--- src/tape_fmt_regs.svh ---
`ifndef TAPE_FMT_REGS_SVH
`define TAPE_FMT_REGS_SVH
// =====================================================
// register map (byte addresses)
`define REG_CMD_ADDR 8'h00
`define REG_SUMMARY_ADDR 8'h04
`define REG_POSITION_ADDR 8'h08
`define REG_CTRL_ADDR 8'h0C
`define REG_INFO_ADDR 8'h10
// =====================================================
// summary status bit positions
`define SUM_CMD_ERR 3
`define SUM_LEN_ERR 1
`define SUM_DATA_ERR 0
// =====================================================
// position status bit positions
`define POS_LLP 7
`define POS_LOGICAL_END_OF_TAPE 6
`define POS_FM 5
`define POS_WPROT 4
`define POS_EOT 3
// =====================================================
// timing and lengths
`define CLK_HZ 25000000
`define FIRST_BYTE_NS 1500
`define FIRST_BYTE_CYC ((`FIRST_BYTE_NS * 25 + 999) / 1000)
`define MAX_RECORD 16384
`define ERASE_INCH 3
`define SLOW_IPS 30
`endif

--- src/tape_fmt_pkg.sv ---
package tape_fmt_pkg;
  typedef enum logic [4:0] {
    fn_space_rev_fm = 5'h0B,
    fn_read = 5'h0C,
    fn_write = 5'h0D,
    fn_write_ext = 5'h0E,
    fn_write_fm = 5'h0F,
    fn_write_fm_ext = 5'h10,
    fn_edit = 5'h11,
    fn_fixed_erase = 5'h12
  } func_t;
  typedef enum logic [6:0] {
    st_idle = 7'b000_0001,
    st_wait_rdy = 7'b000_0010,
    st_ramp = 7'b000_0100,
    st_erase = 7'b000_1000,
    st_lead = 7'b001_0000,
    st_xfer = 7'b010_0000,
    st_motion = 7'b100_0000
  } state_t;
endpackage : tape_fmt_pkg

--- src/tape_formatter_command_executor.sv ---
`timescale 1ns/1ns
`include "tape_fmt_regs.svh"
module tape_formatter_command_executor
  import tape_fmt_pkg::*;
#(
  parameter int ERASE_CYC = 2500000,
  parameter int LEAD_CYC = 2500000,
  parameter int REPOS_CYC = 25000
) (
  input wire logic ref_clk,
  input wire logic rst_n,
  input wire logic [7:0] s_axi_awaddr,
  input wire logic s_axi_awvalid,
  output logic s_axi_awready,
  input wire logic [31:0] s_axi_wdata,
  input wire logic [3:0] s_axi_wstrb,
  input wire logic s_axi_wvalid,
  output logic s_axi_wready,
  output logic [1:0] s_axi_bresp,
  output logic s_axi_bvalid,
  input wire logic s_axi_bready,
  input wire logic [7:0] s_axi_araddr,
  input wire logic s_axi_arvalid,
  output logic s_axi_arready,
  output logic [31:0] s_axi_rdata,
  output logic [1:0] s_axi_rresp,
  output logic s_axi_rvalid,
  input wire logic s_axi_rready,
  input wire logic host_data_ready,
  input wire logic [7:0] host_data_in,
  output logic [7:0] data_out,
  output logic command_busy,
  output logic data_busy,
  output logic byte_strobe,
  input wire logic up_to_speed,
  input wire logic rd_byte_valid,
  input wire logic [7:0] rd_byte,
  input wire logic record_end,
  input wire logic format_error,
  input wire logic crc_error,
  input wire logic raw_error,
  input wire logic file_mark_seen,
  input wire logic at_load_point,
  input wire logic past_logical_end_of_tape,
  input wire logic at_tape_end,
  input wire logic write_protect,
  input wire logic cart_in,
  input wire logic load_done,
  input wire logic [15:0] head_distance,
  output logic motion_go,
  output logic motion_fwd,
  output logic motion_fast,
  output logic write_gate,
  output logic erase_gate,
  output logic fm_write,
  output logic [7:0] wr_byte,
  output logic activity_lamp,
  output logic ready_lamp
);
  // =====================================================
  // pin synchronisers
  localparam int NS = 14;
  logic [NS-1:0] s1_q, s2_q;
  logic [NS-1:0] pins;
  assign pins = {host_data_ready, up_to_speed, record_end, format_error, crc_error,
                 raw_error, file_mark_seen, at_load_point, past_logical_end_of_tape, at_tape_end,
                 write_protect, cart_in, load_done, rd_byte_valid};
  always_ff @(posedge ref_clk or negedge rst_n) begin
    if (!rst_n) begin
      s1_q <= '0;
      s2_q <= '0;
    end else begin
      s1_q <= pins;
      s2_q <= s1_q;
    end
  end
  logic h_rdy, spd, r_end, f_err, c_err, raw_err, fm_s, logical_load_point, logical_end_of_tape, t_end, wprot, cin, ld, rbv;
  assign {h_rdy, spd, r_end, f_err, c_err, raw_err, fm_s, logical_load_point, logical_end_of_tape, t_end,
          wprot, cin, ld, rbv} = s2_q;
  logic [7:0] rd_s1_q, rd_s2_q, hd_s1_q, hd_s2_q;
  always_ff @(posedge ref_clk or negedge rst_n) begin
    if (!rst_n) begin
      rd_s1_q <= 8'h00;
      rd_s2_q <= 8'h00;
      hd_s1_q <= 8'h00;
      hd_s2_q <= 8'h00;
    end else begin
      rd_s1_q <= rd_byte;
      rd_s2_q <= rd_s1_q;
      hd_s1_q <= host_data_in;
      hd_s2_q <= hd_s1_q;
    end
  end
  // =====================================================
  // axi4-lite slave
  logic aw_q, w_q;
  logic [7:0] awa_q;
  logic [31:0] wd_q;
  logic cmd_pulse;
  logic [4:0] cmd_code;
  logic [15:0] ctrl_q;
  logic [7:0] summary_q, position_q;
  state_t st_q;
  assign s_axi_awready = !aw_q && !s_axi_bvalid;
  assign s_axi_wready = !w_q && !s_axi_bvalid;
  assign s_axi_arready = !s_axi_rvalid;
  assign s_axi_bresp = 2'b00;
  assign s_axi_rresp = 2'b00;
  always_ff @(posedge ref_clk or negedge rst_n) begin
    if (!rst_n) begin
      aw_q <= 1'b0;
      w_q <= 1'b0;
      awa_q <= 8'h00;
      wd_q <= 32'h0000_0000;
      s_axi_bvalid <= 1'b0;
    end else begin
      if (s_axi_awvalid && s_axi_awready) begin
        aw_q <= 1'b1;
        awa_q <= s_axi_awaddr;
      end
      if (s_axi_wvalid && s_axi_wready) begin
        w_q <= 1'b1;
        wd_q <= s_axi_wdata;
      end
      if (aw_q && w_q) begin
        aw_q <= 1'b0;
        w_q <= 1'b0;
        s_axi_bvalid <= 1'b1;
      end
      if (s_axi_bvalid && s_axi_bready) s_axi_bvalid <= 1'b0;
    end
  end
  assign cmd_pulse = aw_q && w_q && (awa_q == `REG_CMD_ADDR);
  assign cmd_code = wd_q[4:0];
  always_ff @(posedge ref_clk or negedge rst_n) begin
    if (!rst_n) ctrl_q <= 16'h0000;
    else if (aw_q && w_q && awa_q == `REG_CTRL_ADDR) ctrl_q <= wd_q[15:0];
  end
  always_ff @(posedge ref_clk or negedge rst_n) begin
    if (!rst_n) begin
      s_axi_rvalid <= 1'b0;
      s_axi_rdata <= 32'h0000_0000;
    end else if (s_axi_arvalid && s_axi_arready) begin
      s_axi_rvalid <= 1'b1;
      case (s_axi_araddr)
        `REG_SUMMARY_ADDR: s_axi_rdata <= {24'h00_0000, summary_q};
        `REG_POSITION_ADDR: s_axi_rdata <= {24'h00_0000, position_q};
        `REG_CTRL_ADDR: s_axi_rdata <= {16'h0000, ctrl_q};
        `REG_INFO_ADDR: s_axi_rdata <= {25'h000_0000, st_q};
        default: s_axi_rdata <= 32'h0000_0000;
      endcase
    end else if (s_axi_rvalid && s_axi_rready) begin
      s_axi_rvalid <= 1'b0;
    end
  end
  // =====================================================
  // command sequencer
  func_t fn_q;
  logic [31:0] cnt_q;
  logic [14:0] bytes_q;
  logic xfer_err, is_write, legal, refuse_wp, refuse_logical_end_of_tape;
  assign is_write = (cmd_code inside {fn_write, fn_write_ext, fn_write_fm, fn_write_fm_ext,
                                      fn_edit, fn_fixed_erase});
  assign legal = (cmd_code inside {fn_space_rev_fm, fn_read, fn_write, fn_write_ext,
                                   fn_write_fm, fn_write_fm_ext, fn_edit, fn_fixed_erase});
  assign refuse_wp = is_write && wprot;
  assign refuse_logical_end_of_tape = logical_end_of_tape && (cmd_code == fn_write_ext || cmd_code == fn_write_fm_ext);
  assign xfer_err = f_err || c_err;
  logic start, set_cmd_err, set_logical_end_of_tape_err, set_len_err, set_data_err, set_fm;
  assign start = cmd_pulse && st_q == st_idle && legal && !refuse_wp && !refuse_logical_end_of_tape;
  assign set_cmd_err = cmd_pulse && st_q == st_idle && (!legal || refuse_wp || refuse_logical_end_of_tape) ||
                       (st_q != st_idle && t_end && fn_q != fn_space_rev_fm);
  assign set_logical_end_of_tape_err = cmd_pulse && st_q == st_idle && refuse_logical_end_of_tape;
  always_ff @(posedge ref_clk or negedge rst_n) begin
    if (!rst_n) begin
      st_q <= st_idle;
      fn_q <= fn_read;
      cnt_q <= 32'h0000_0000;
      bytes_q <= 15'h0000;
    end else begin
      case (st_q)
        st_idle: if (start) begin
          fn_q <= func_t'(cmd_code);
          cnt_q <= 32'h0000_0000;
          bytes_q <= 15'h0000;
          st_q <= (cmd_code == fn_space_rev_fm) ? st_motion :
                  (cmd_code inside {fn_read, fn_write, fn_write_ext}) ? st_wait_rdy : st_ramp;
        end
        st_wait_rdy: if (h_rdy) st_q <= st_ramp;
        st_ramp: if (spd) begin
          cnt_q <= 32'h0000_0000;
          if (fn_q == fn_write_ext || fn_q == fn_write_fm_ext || fn_q == fn_fixed_erase)
            st_q <= st_erase;
          else if (fn_q == fn_edit) st_q <= st_motion;
          else if (logical_load_point && fn_q != fn_read) st_q <= st_lead;
          else st_q <= (fn_q == fn_write_fm) ? st_motion : st_xfer;
        end
        st_erase: if (cnt_q >= ERASE_CYC - 1) begin
          cnt_q <= 32'h0000_0000;
          st_q <= (fn_q == fn_fixed_erase) ? st_idle : (fn_q == fn_write_ext) ? st_xfer : st_motion;
        end else cnt_q <= cnt_q + 32'd1;
        st_lead: if (cnt_q >= LEAD_CYC - 1) begin
          cnt_q <= 32'h0000_0000;
          st_q <= (fn_q == fn_write_fm) ? st_motion : st_xfer;
        end else cnt_q <= cnt_q + 32'd1;
        st_xfer: begin
          cnt_q <= cnt_q + 32'd1;
          if (t_end || (fn_q == fn_read && (xfer_err || r_end))) st_q <= st_idle;
          else if (fn_q != fn_read && (!h_rdy || bytes_q == 15'(`MAX_RECORD))) st_q <= st_idle;
          else if (byte_strobe) bytes_q <= bytes_q + 15'd1;
        end
        st_motion: begin
          cnt_q <= cnt_q + 32'd1;
          if (fn_q == fn_space_rev_fm && (fm_s || logical_load_point)) st_q <= st_idle;
          else if (fn_q == fn_write_fm && cnt_q >= 32'(LEAD_CYC)) st_q <= st_idle;
          else if (fn_q == fn_write_fm_ext && cnt_q >= 32'(LEAD_CYC)) st_q <= st_idle;
          else if (fn_q == fn_edit && cnt_q >= 32'(REPOS_CYC) + 32'(head_distance))
            st_q <= st_idle;
          else if (t_end) st_q <= st_idle;
        end
        default: st_q <= st_idle;
      endcase
    end
  end
  // =====================================================
  // status bytes; hardware sets beat software clears
  assign set_len_err = st_q == st_xfer && fn_q != fn_read && bytes_q == 15'(`MAX_RECORD);
  assign set_data_err = (st_q == st_xfer) && (fn_q == fn_read ? xfer_err : (raw_err || xfer_err));
  assign set_fm = st_q == st_motion && fn_q == fn_space_rev_fm && fm_s;
  logic clr_status;
  assign clr_status = aw_q && w_q && awa_q == `REG_SUMMARY_ADDR;
  always_ff @(posedge ref_clk or negedge rst_n) begin
    if (!rst_n) summary_q <= 8'h00;
    else begin
      if (clr_status) summary_q <= 8'h00;
      if (set_cmd_err) summary_q[`SUM_CMD_ERR] <= 1'b1;
      if (set_len_err) summary_q[`SUM_LEN_ERR] <= 1'b1;
      if (set_data_err) summary_q[`SUM_DATA_ERR] <= 1'b1;
    end
  end
  logic fm_q;
  always_ff @(posedge ref_clk or negedge rst_n) begin
    if (!rst_n) fm_q <= 1'b0;
    else if (set_fm) fm_q <= 1'b1;
    else if (start || clr_status) fm_q <= 1'b0;
  end
  logic logical_end_of_tape_q;
  always_ff @(posedge ref_clk or negedge rst_n) begin
    if (!rst_n) logical_end_of_tape_q <= 1'b0;
    else if (set_logical_end_of_tape_err || logical_end_of_tape) logical_end_of_tape_q <= 1'b1;
    else if (clr_status) logical_end_of_tape_q <= 1'b0;
  end
  assign position_q = {logical_load_point, logical_end_of_tape_q, fm_q, wprot, t_end, 3'b000};
  // =====================================================
  // data path and motion outputs
  logic gap_ok;
  assign gap_ok = cnt_q >= 32'(`FIRST_BYTE_CYC);
  always_ff @(posedge ref_clk or negedge rst_n) begin
    if (!rst_n) begin
      command_busy <= 1'b0;
      data_busy <= 1'b0;
      byte_strobe <= 1'b0;
      data_out <= 8'h00;
      wr_byte <= 8'h00;
    end else begin
      command_busy <= (st_q != st_idle) || start;
      data_busy <= st_q == st_xfer && !(fn_q == fn_read && xfer_err);
      byte_strobe <= 1'b0;
      if (st_q == st_xfer && gap_ok && !byte_strobe) begin
        if (fn_q == fn_read && rbv && !xfer_err) begin
          data_out <= rd_s2_q;
          byte_strobe <= 1'b1;
        end else if (fn_q != fn_read && h_rdy && bytes_q < 15'(`MAX_RECORD)) begin
          byte_strobe <= 1'b1;
          wr_byte <= hd_s2_q;
        end
      end
    end
  end
  always_ff @(posedge ref_clk or negedge rst_n) begin
    if (!rst_n) begin
      motion_go <= 1'b0;
      motion_fwd <= 1'b0;
      motion_fast <= 1'b0;
      write_gate <= 1'b0;
      erase_gate <= 1'b0;
      fm_write <= 1'b0;
    end else begin
      motion_go <= st_q inside {st_ramp, st_erase, st_lead, st_xfer, st_motion};
      motion_fwd <= fn_q != fn_space_rev_fm;
      motion_fast <= 1'b0;
      write_gate <= st_q == st_xfer && fn_q != fn_read;
      erase_gate <= st_q == st_erase;
      fm_write <= st_q == st_motion && (fn_q == fn_write_fm || fn_q == fn_write_fm_ext);
    end
  end
  always_ff @(posedge ref_clk or negedge rst_n) begin
    if (!rst_n) begin
      activity_lamp <= 1'b0;
      ready_lamp <= 1'b0;
    end else begin
      activity_lamp <= (st_q != st_idle) || start;
      ready_lamp <= cin && ld;
    end
  end
  // =====================================================
  // checks
  property p_busy_hold;
    @(posedge ref_clk) disable iff (!rst_n) (st_q != st_idle) |=> command_busy;
  endproperty
  a_busy_hold: assert property (p_busy_hold) else $error("busy dropped early");
  property p_data_busy_command_busy;
    @(posedge ref_clk) disable iff (!rst_n) data_busy |-> command_busy;
  endproperty
  a_data_busy_command_busy: assert property (p_data_busy_command_busy) else $error("data_busy without busy");
  property p_gap;
    @(posedge ref_clk) disable iff (!rst_n) $rose(data_busy) |-> !byte_strobe [*8];
  endproperty
  a_gap: assert property (p_gap) else $error("strobe too soon");
  property p_wait_rdy;
    @(posedge ref_clk) disable iff (!rst_n) (st_q == st_wait_rdy && !h_rdy) |=> st_q == st_wait_rdy;
  endproperty
  a_wait_rdy: assert property (p_wait_rdy) else $error("moved without ready");
  property p_wp;
    @(posedge ref_clk) disable iff (!rst_n) (cmd_pulse && st_q == st_idle && refuse_wp) |=>
      summary_q[`SUM_CMD_ERR] && st_q == st_idle;
  endproperty
  a_wp: assert property (p_wp) else $error("protected write not refused");
  property p_logical_end_of_tape;
    @(posedge ref_clk) disable iff (!rst_n) set_logical_end_of_tape_err |=> logical_end_of_tape_q && summary_q[`SUM_CMD_ERR];
  endproperty
  a_logical_end_of_tape: assert property (p_logical_end_of_tape) else $error("logical_end_of_tape refusal missing");
  property p_len;
    @(posedge ref_clk) disable iff (!rst_n) set_len_err |=> summary_q[`SUM_LEN_ERR] && st_q == st_idle;
  endproperty
  a_len: assert property (p_len) else $error("length limit wrong");
  property p_rd_err;
    @(posedge ref_clk) disable iff (!rst_n) (st_q == st_xfer && fn_q == fn_read && xfer_err) |=>
      !data_busy && !byte_strobe;
  endproperty
  a_rd_err: assert property (p_rd_err) else $error("read error not withdrawn");
  property p_lamp;
    @(posedge ref_clk) disable iff (!rst_n) (st_q != st_idle) |=> activity_lamp;
  endproperty
  a_lamp: assert property (p_lamp) else $error("activity lamp off");
  c_read: cover property (@(posedge ref_clk) disable iff (!rst_n) fn_q == fn_read && byte_strobe);
  c_write: cover property (@(posedge ref_clk) disable iff (!rst_n) fn_q == fn_write && byte_strobe);
  c_fm: cover property (@(posedge ref_clk) disable iff (!rst_n) set_fm);
endmodule : tape_formatter_command_executor

--- config.mk ---
export PLATFORM = sky130hd
export DESIGN_NAME = tape_formatter_command_executor
export DESIGN_NICKNAME = d
export VERILOG_FILES = /design/src/tape_fmt_pkg.sv /design/src/tape_formatter_command_executor.sv
export VERILOG_INCLUDE_DIRS = /design/src
export SDC_FILE = /design/constraint.sdc
export NUM_CORES = 1
export LEC_CHECK = 0
export ABC_AREA = 1
export BUFFER_PORTS_ARGS = -buffer_cell sky130_fd_sc_hd__buf_4
export CAP_MARGIN = 40
export CORE_MARGIN = 10
export CORE_UTILIZATION = 61
export CTS_CLUSTER_SIZE = 16
export DETAILED_ROUTE_END_ITERATION = 7
export HOLD_SLACK_MARGIN = 0.15
export PLACE_DENSITY = 0.86
export SETUP_SLACK_MARGIN = 0.02
export SLEW_MARGIN = 20
export SYNTH_ARGS = -nofsm -noshare
export SYNTH_HDL_FRONTEND = slang
export SYNTH_SLANG_ARGS = --single-unit
--- constraint.sdc ---
create_clock -name ref_clk -period 4.73 [get_ports ref_clk]
set_clock_uncertainty 0.15 [all_clocks]
set_input_delay 0 -clock ref_clk [delete_from_list [all_inputs] [get_ports ref_clk]]
set_output_delay 0 -clock ref_clk [all_outputs]
set_load 0.005 [all_outputs]
==> results.py <==
metrics = {
    "place": {
        "placed_area_um2": 11260,
        "dp_slack_ns": 1.612,
        "gp_routability_congestion": 0.9299,
        "place.detailed.hpwl_mm": 18.27,
        "port_buffers": 131,
    },
    "cts": {
        "cts_max_level": 1,
        "tritoncts_sinks": 209,
        "clock_insertion_delay_worst_skew_ns": 0.54,
        "clk_path_buf_depth": 3,
        "tritoncts_clock_tree": "yes",
        "cts.repair.resized": 0,
        "post_cts_setup_buffers": 0,
        "clk_pin_slew_ns": 0.07,
        "cts_buffers": 22,
        "clk_root_buffer_cell": "sky130_fd_sc_hd__clkbuf_16",
    },
    "synth": {
        "count_of_flip_flops_with_a_built_in_enable_after_synthesis": 0,
        "ys_seq_elements": 209,
        "syn-instance-count": 1203,
        "post_synth.cell_area_avg_um2": 8.446,
        "library_cells_used_by_synthesis": 45,
        "synth_top_area_cell": "sky130_fd_sc_hd__dfrtp_1",
        "synth_sequential_area_ratio_pct": 51.51,
        "most_frequent_cell_after_synthesis": "sky130_fd_sc_hd__nand2_1",
        "ys_dominant_reg_cell": "sky130_fd_sc_hd__dfrtp_1",
        "synthArstFlopShare_pct": 100.0,
        "synth_warnings": 0,
        "netlist_area_um2": 10160,
        "biggest_area_contributors_in_the_synthesized_netlist": "sky130_fd_sc_hd__dfrtp_1 51%, sky130_fd_sc_hd__nand2_1 11%, sky130_fd_sc_hd__inv_1 4.8%, sky130_fd_sc_hd__nor2_1 4.5%, sky130_fd_sc_hd__o21ai_0 3.4%",
        "synth_commonest_cells": "309 x sky130_fd_sc_hd__nand2_1, 206 x sky130_fd_sc_hd__dfrtp_1, 131 x sky130_fd_sc_hd__inv_1",
        "netlist.area_leader.share_pct": 50.73,
    },
    "critical_path": {
        "r2r_cells": 10,
        "worst_ep_required_time_ns": 5.03,
        "worst_r2r_startpoint": "st_q[1]",
        "reg2reg_setup_slack_ns": 1.17,
        "worstPathArrival_ns": 4.01,
        "timing.critical_path.to_type": "flip-flop",
        "worst-setup-path-type": "in -> reg",
        "worstReg2RegEnd": "cnt_q[27]",
        "worst-path-max-fanout": 3,
        "startpoint_type": "input port",
    },
    "timing": {
        "timing.fmax_ghz": 0.2694,
        "finalWorstPathRequiredPeriod_ns": 3.712,
        "slew_headroom_pct": 46.90,
        "timing.final.ws_setup_ns": 1.018,
        "hold_slack_ns": 0.1987,
        "fin_crit_sh_pct": 78.48,
        "final_hold_viol_count": 0,
        "setup_viol_count_final": 0,
        "unrepaired_setup_endpoints_after_global_routing": "no",
        "final_tns_setup_ns": 0,
        "timing.final.max_slew_violations": 0,
        "worstMarginPinSlew_ns": 0.7946,
    },
    "floorplanning": {
        "die_w_um": 149.1,
        "floorplan.initialDensity_pct": 61.71,
        "floorplan.die.height_um": 149.1,
        "floorplan.rows": 47,
        "die_area_um2": 22220,
        "core_um2": 16470,
        "number_of_top_level_pins": 173,
    },
    "drt": {
        "avgRoutedWirePerCell_um": 21.84,
        "postRouteWirelength_mm": 37.91,
        "dr_total_vias": 10390,
        "via_density": 5.987,
        "tritonroute_pass_1_iters": 8,
        "route.detailed.drc": 6,
        "iteration_0_drc_count_of_the_detailed_router": 1463,
        "ant_nets": 0,
    },
    "outcome": {
        "violated_checks": "DRC",
        "run_status": "complete, but fails checks",
    },
    "finish": {
        "diodes": 0,
        "fillCellCount": 827,
        "area_growth_pct": 35.18,
        "finish.instance_area_um2": 13740,
        "layout.nets": 1630,
        "drive_gt1_share_pct": 13.32,
    },
    "worst_hold_path": {
        "worstHoldPathCells": 0,
        "hold_end": "s2_q[2]",
        "hold_path.startpoint": "s1_q[2]",
        "timing.hold.worst.class": "reg -> reg",
    },
    "pwr": {
        "p_leak_nw": 6.601,
        "power_density_nw_per_um2": 397.6,
        "total_power_mw": 5.462,
        "vdd_drop_max_v": 0.0004555,
    },
    "grt": {
        "global_route_wire_length_before_repair_mm": 59.56,
        "gr-usage-all-layers_pct": 33.70,
        "vias_in_the_first_global_route": 10800,
        "antenna_violations_before_repair": 0,
        "overflow": 0,
        "grt_start_max_net_pins": 93,
    },
    "run": {
        "maxCapViolations": 0,
    },
}
## placed cells by master (no fill, tap or decap), drive strengths merged, types with 21 or more instances in the layout
cell | Yosys | layout
inv | 133 | 133
ha | 22 | 22
o21ai | 95 | 95
a21oi | 31 | 31
nor3 | 25 | 25
o211ai | 21 | 21
nand2 | 313 | 313
nand3 | 55 | 55
buf | 31 | 137
dfrtp | 206 | 206
dlygate4sd3 | 0 | 170
xor2 | 39 | 39
clkbuf | 21 | 36
nor2 | 125 | 125
nand4 | 25 | 25
conb | 1 | 21
## final cells by class
type	instances	area [um^2]	share of cell area [%]
clock buffers	35	669.4	4.873
clock inverters	2	60.06	0.4372
inverters	133	499.2	3.635
multi-input cells	829	4212	30.66
flip-flops and latches	209	5234	38.10
well taps	220	275.3	2.004
repair buffers	308	2786	20.29
## worst max-delay path by stage
stage,from,endpoint,slack [ns],depth (start not counted)
after global routing,s_axi_araddr[5],s_axi_rdata[3],1.01,15
after floorplan,head_distance[3],st_q[4],2.31,19
final,s_axi_araddr[5],s_axi_rdata[3],1.02,15
after global placement,st_q[4],cnt_q[16],1.71,8
after CTS,s_axi_araddr[5],s_axi_rdata[3],1.48,15
after detailed placement,st_q[4],cnt_q[28],1.61,8
## sequential cells by signal, indices dropped and copies added, names as in the netlist, 3 cells and up
register	flops
cnt_q	32
ctrl_q	16
s_axi_rdata	16
wd_q	16
bytes_q	15
s1_q	14
s2_q	14
awa_q	8
data_out	8
hd_s1_q	8
hd_s2_q	8
rd_s1_q	8
rd_s2_q	8
wr_byte	8
st_q	7
fn_q	5
summary_q	3
## report_power, final
group / leakage (nW) / internal (mW) / switching [mW] / total, mW
clock: 0.354 / 1.03 / 0.764 / 1.79
sequential: 2.60 / 2.00 / 0.185 / 2.19
combinational: 3.65 / 0.589 / 0.893 / 1.48
## critical path, cell delays in order
cell	delay, ns
sky130_fd_sc_hd__dlygate4sd3_1	0.54
sky130_fd_sc_hd__buf_4	0.14
sky130_fd_sc_hd__nor2_1	0.17
sky130_fd_sc_hd__nand2_1	0.09
sky130_fd_sc_hd__dlygate4sd3_1	0.56
sky130_fd_sc_hd__inv_1	0.09
sky130_fd_sc_hd__nand3_1	0.08
sky130_fd_sc_hd__dlygate4sd3_1	0.58
sky130_fd_sc_hd__inv_1	0.14
sky130_fd_sc_hd__nand2_1	0.08
sky130_fd_sc_hd__o21ai_0	0.07
sky130_fd_sc_hd__dlygate4sd3_1	0.62
sky130_fd_sc_hd__o21ai_0	0.14
sky130_fd_sc_hd__dlygate4sd3_1	0.62
sky130_fd_sc_hd__nand2_1	0.09
## per-stage QoR
| step | util (%) | instances |
|---|---|---|
| after floorplan | - | 1223 |
| after global placement | 68.21 | 1525 |
| after detailed placement | 68.40 | 1527 |
| after CTS | 83.33 | 1735 |
| after global routing | 83.42 | 1736 |
| final | 83.42 | 1736 |
## timing repair
item,in CTS,in global routing
setup endpoints to repair,0,0
hold endpoints to repair,169,0
hold buffers,171,0
## kinds of logic after synthesis
group / Yosys count / share of synthesized area [%]
simple gates: 571 / 24.26
flops: 209 / 51.51
buf+inv: 185 / 7.782
compound gates: 160 / 8.817
xor+xnor: 49 / 4.224
fa+ha+maj: 22 / 2.709
mux: 6 / 0.6649
other cells: 1 / 0.03691
## layer usage
metal  share of wire [%]  global-route usage (%)  vias up
met2                  48                   57.05      856
met4                 6.2                   16.98        0
met1                  35                   38.02     4830
met3                  11                   9.982      272
li1                    -                       -     4435
met5                   0                       0        -
Power figures use the tool's default switching activity.
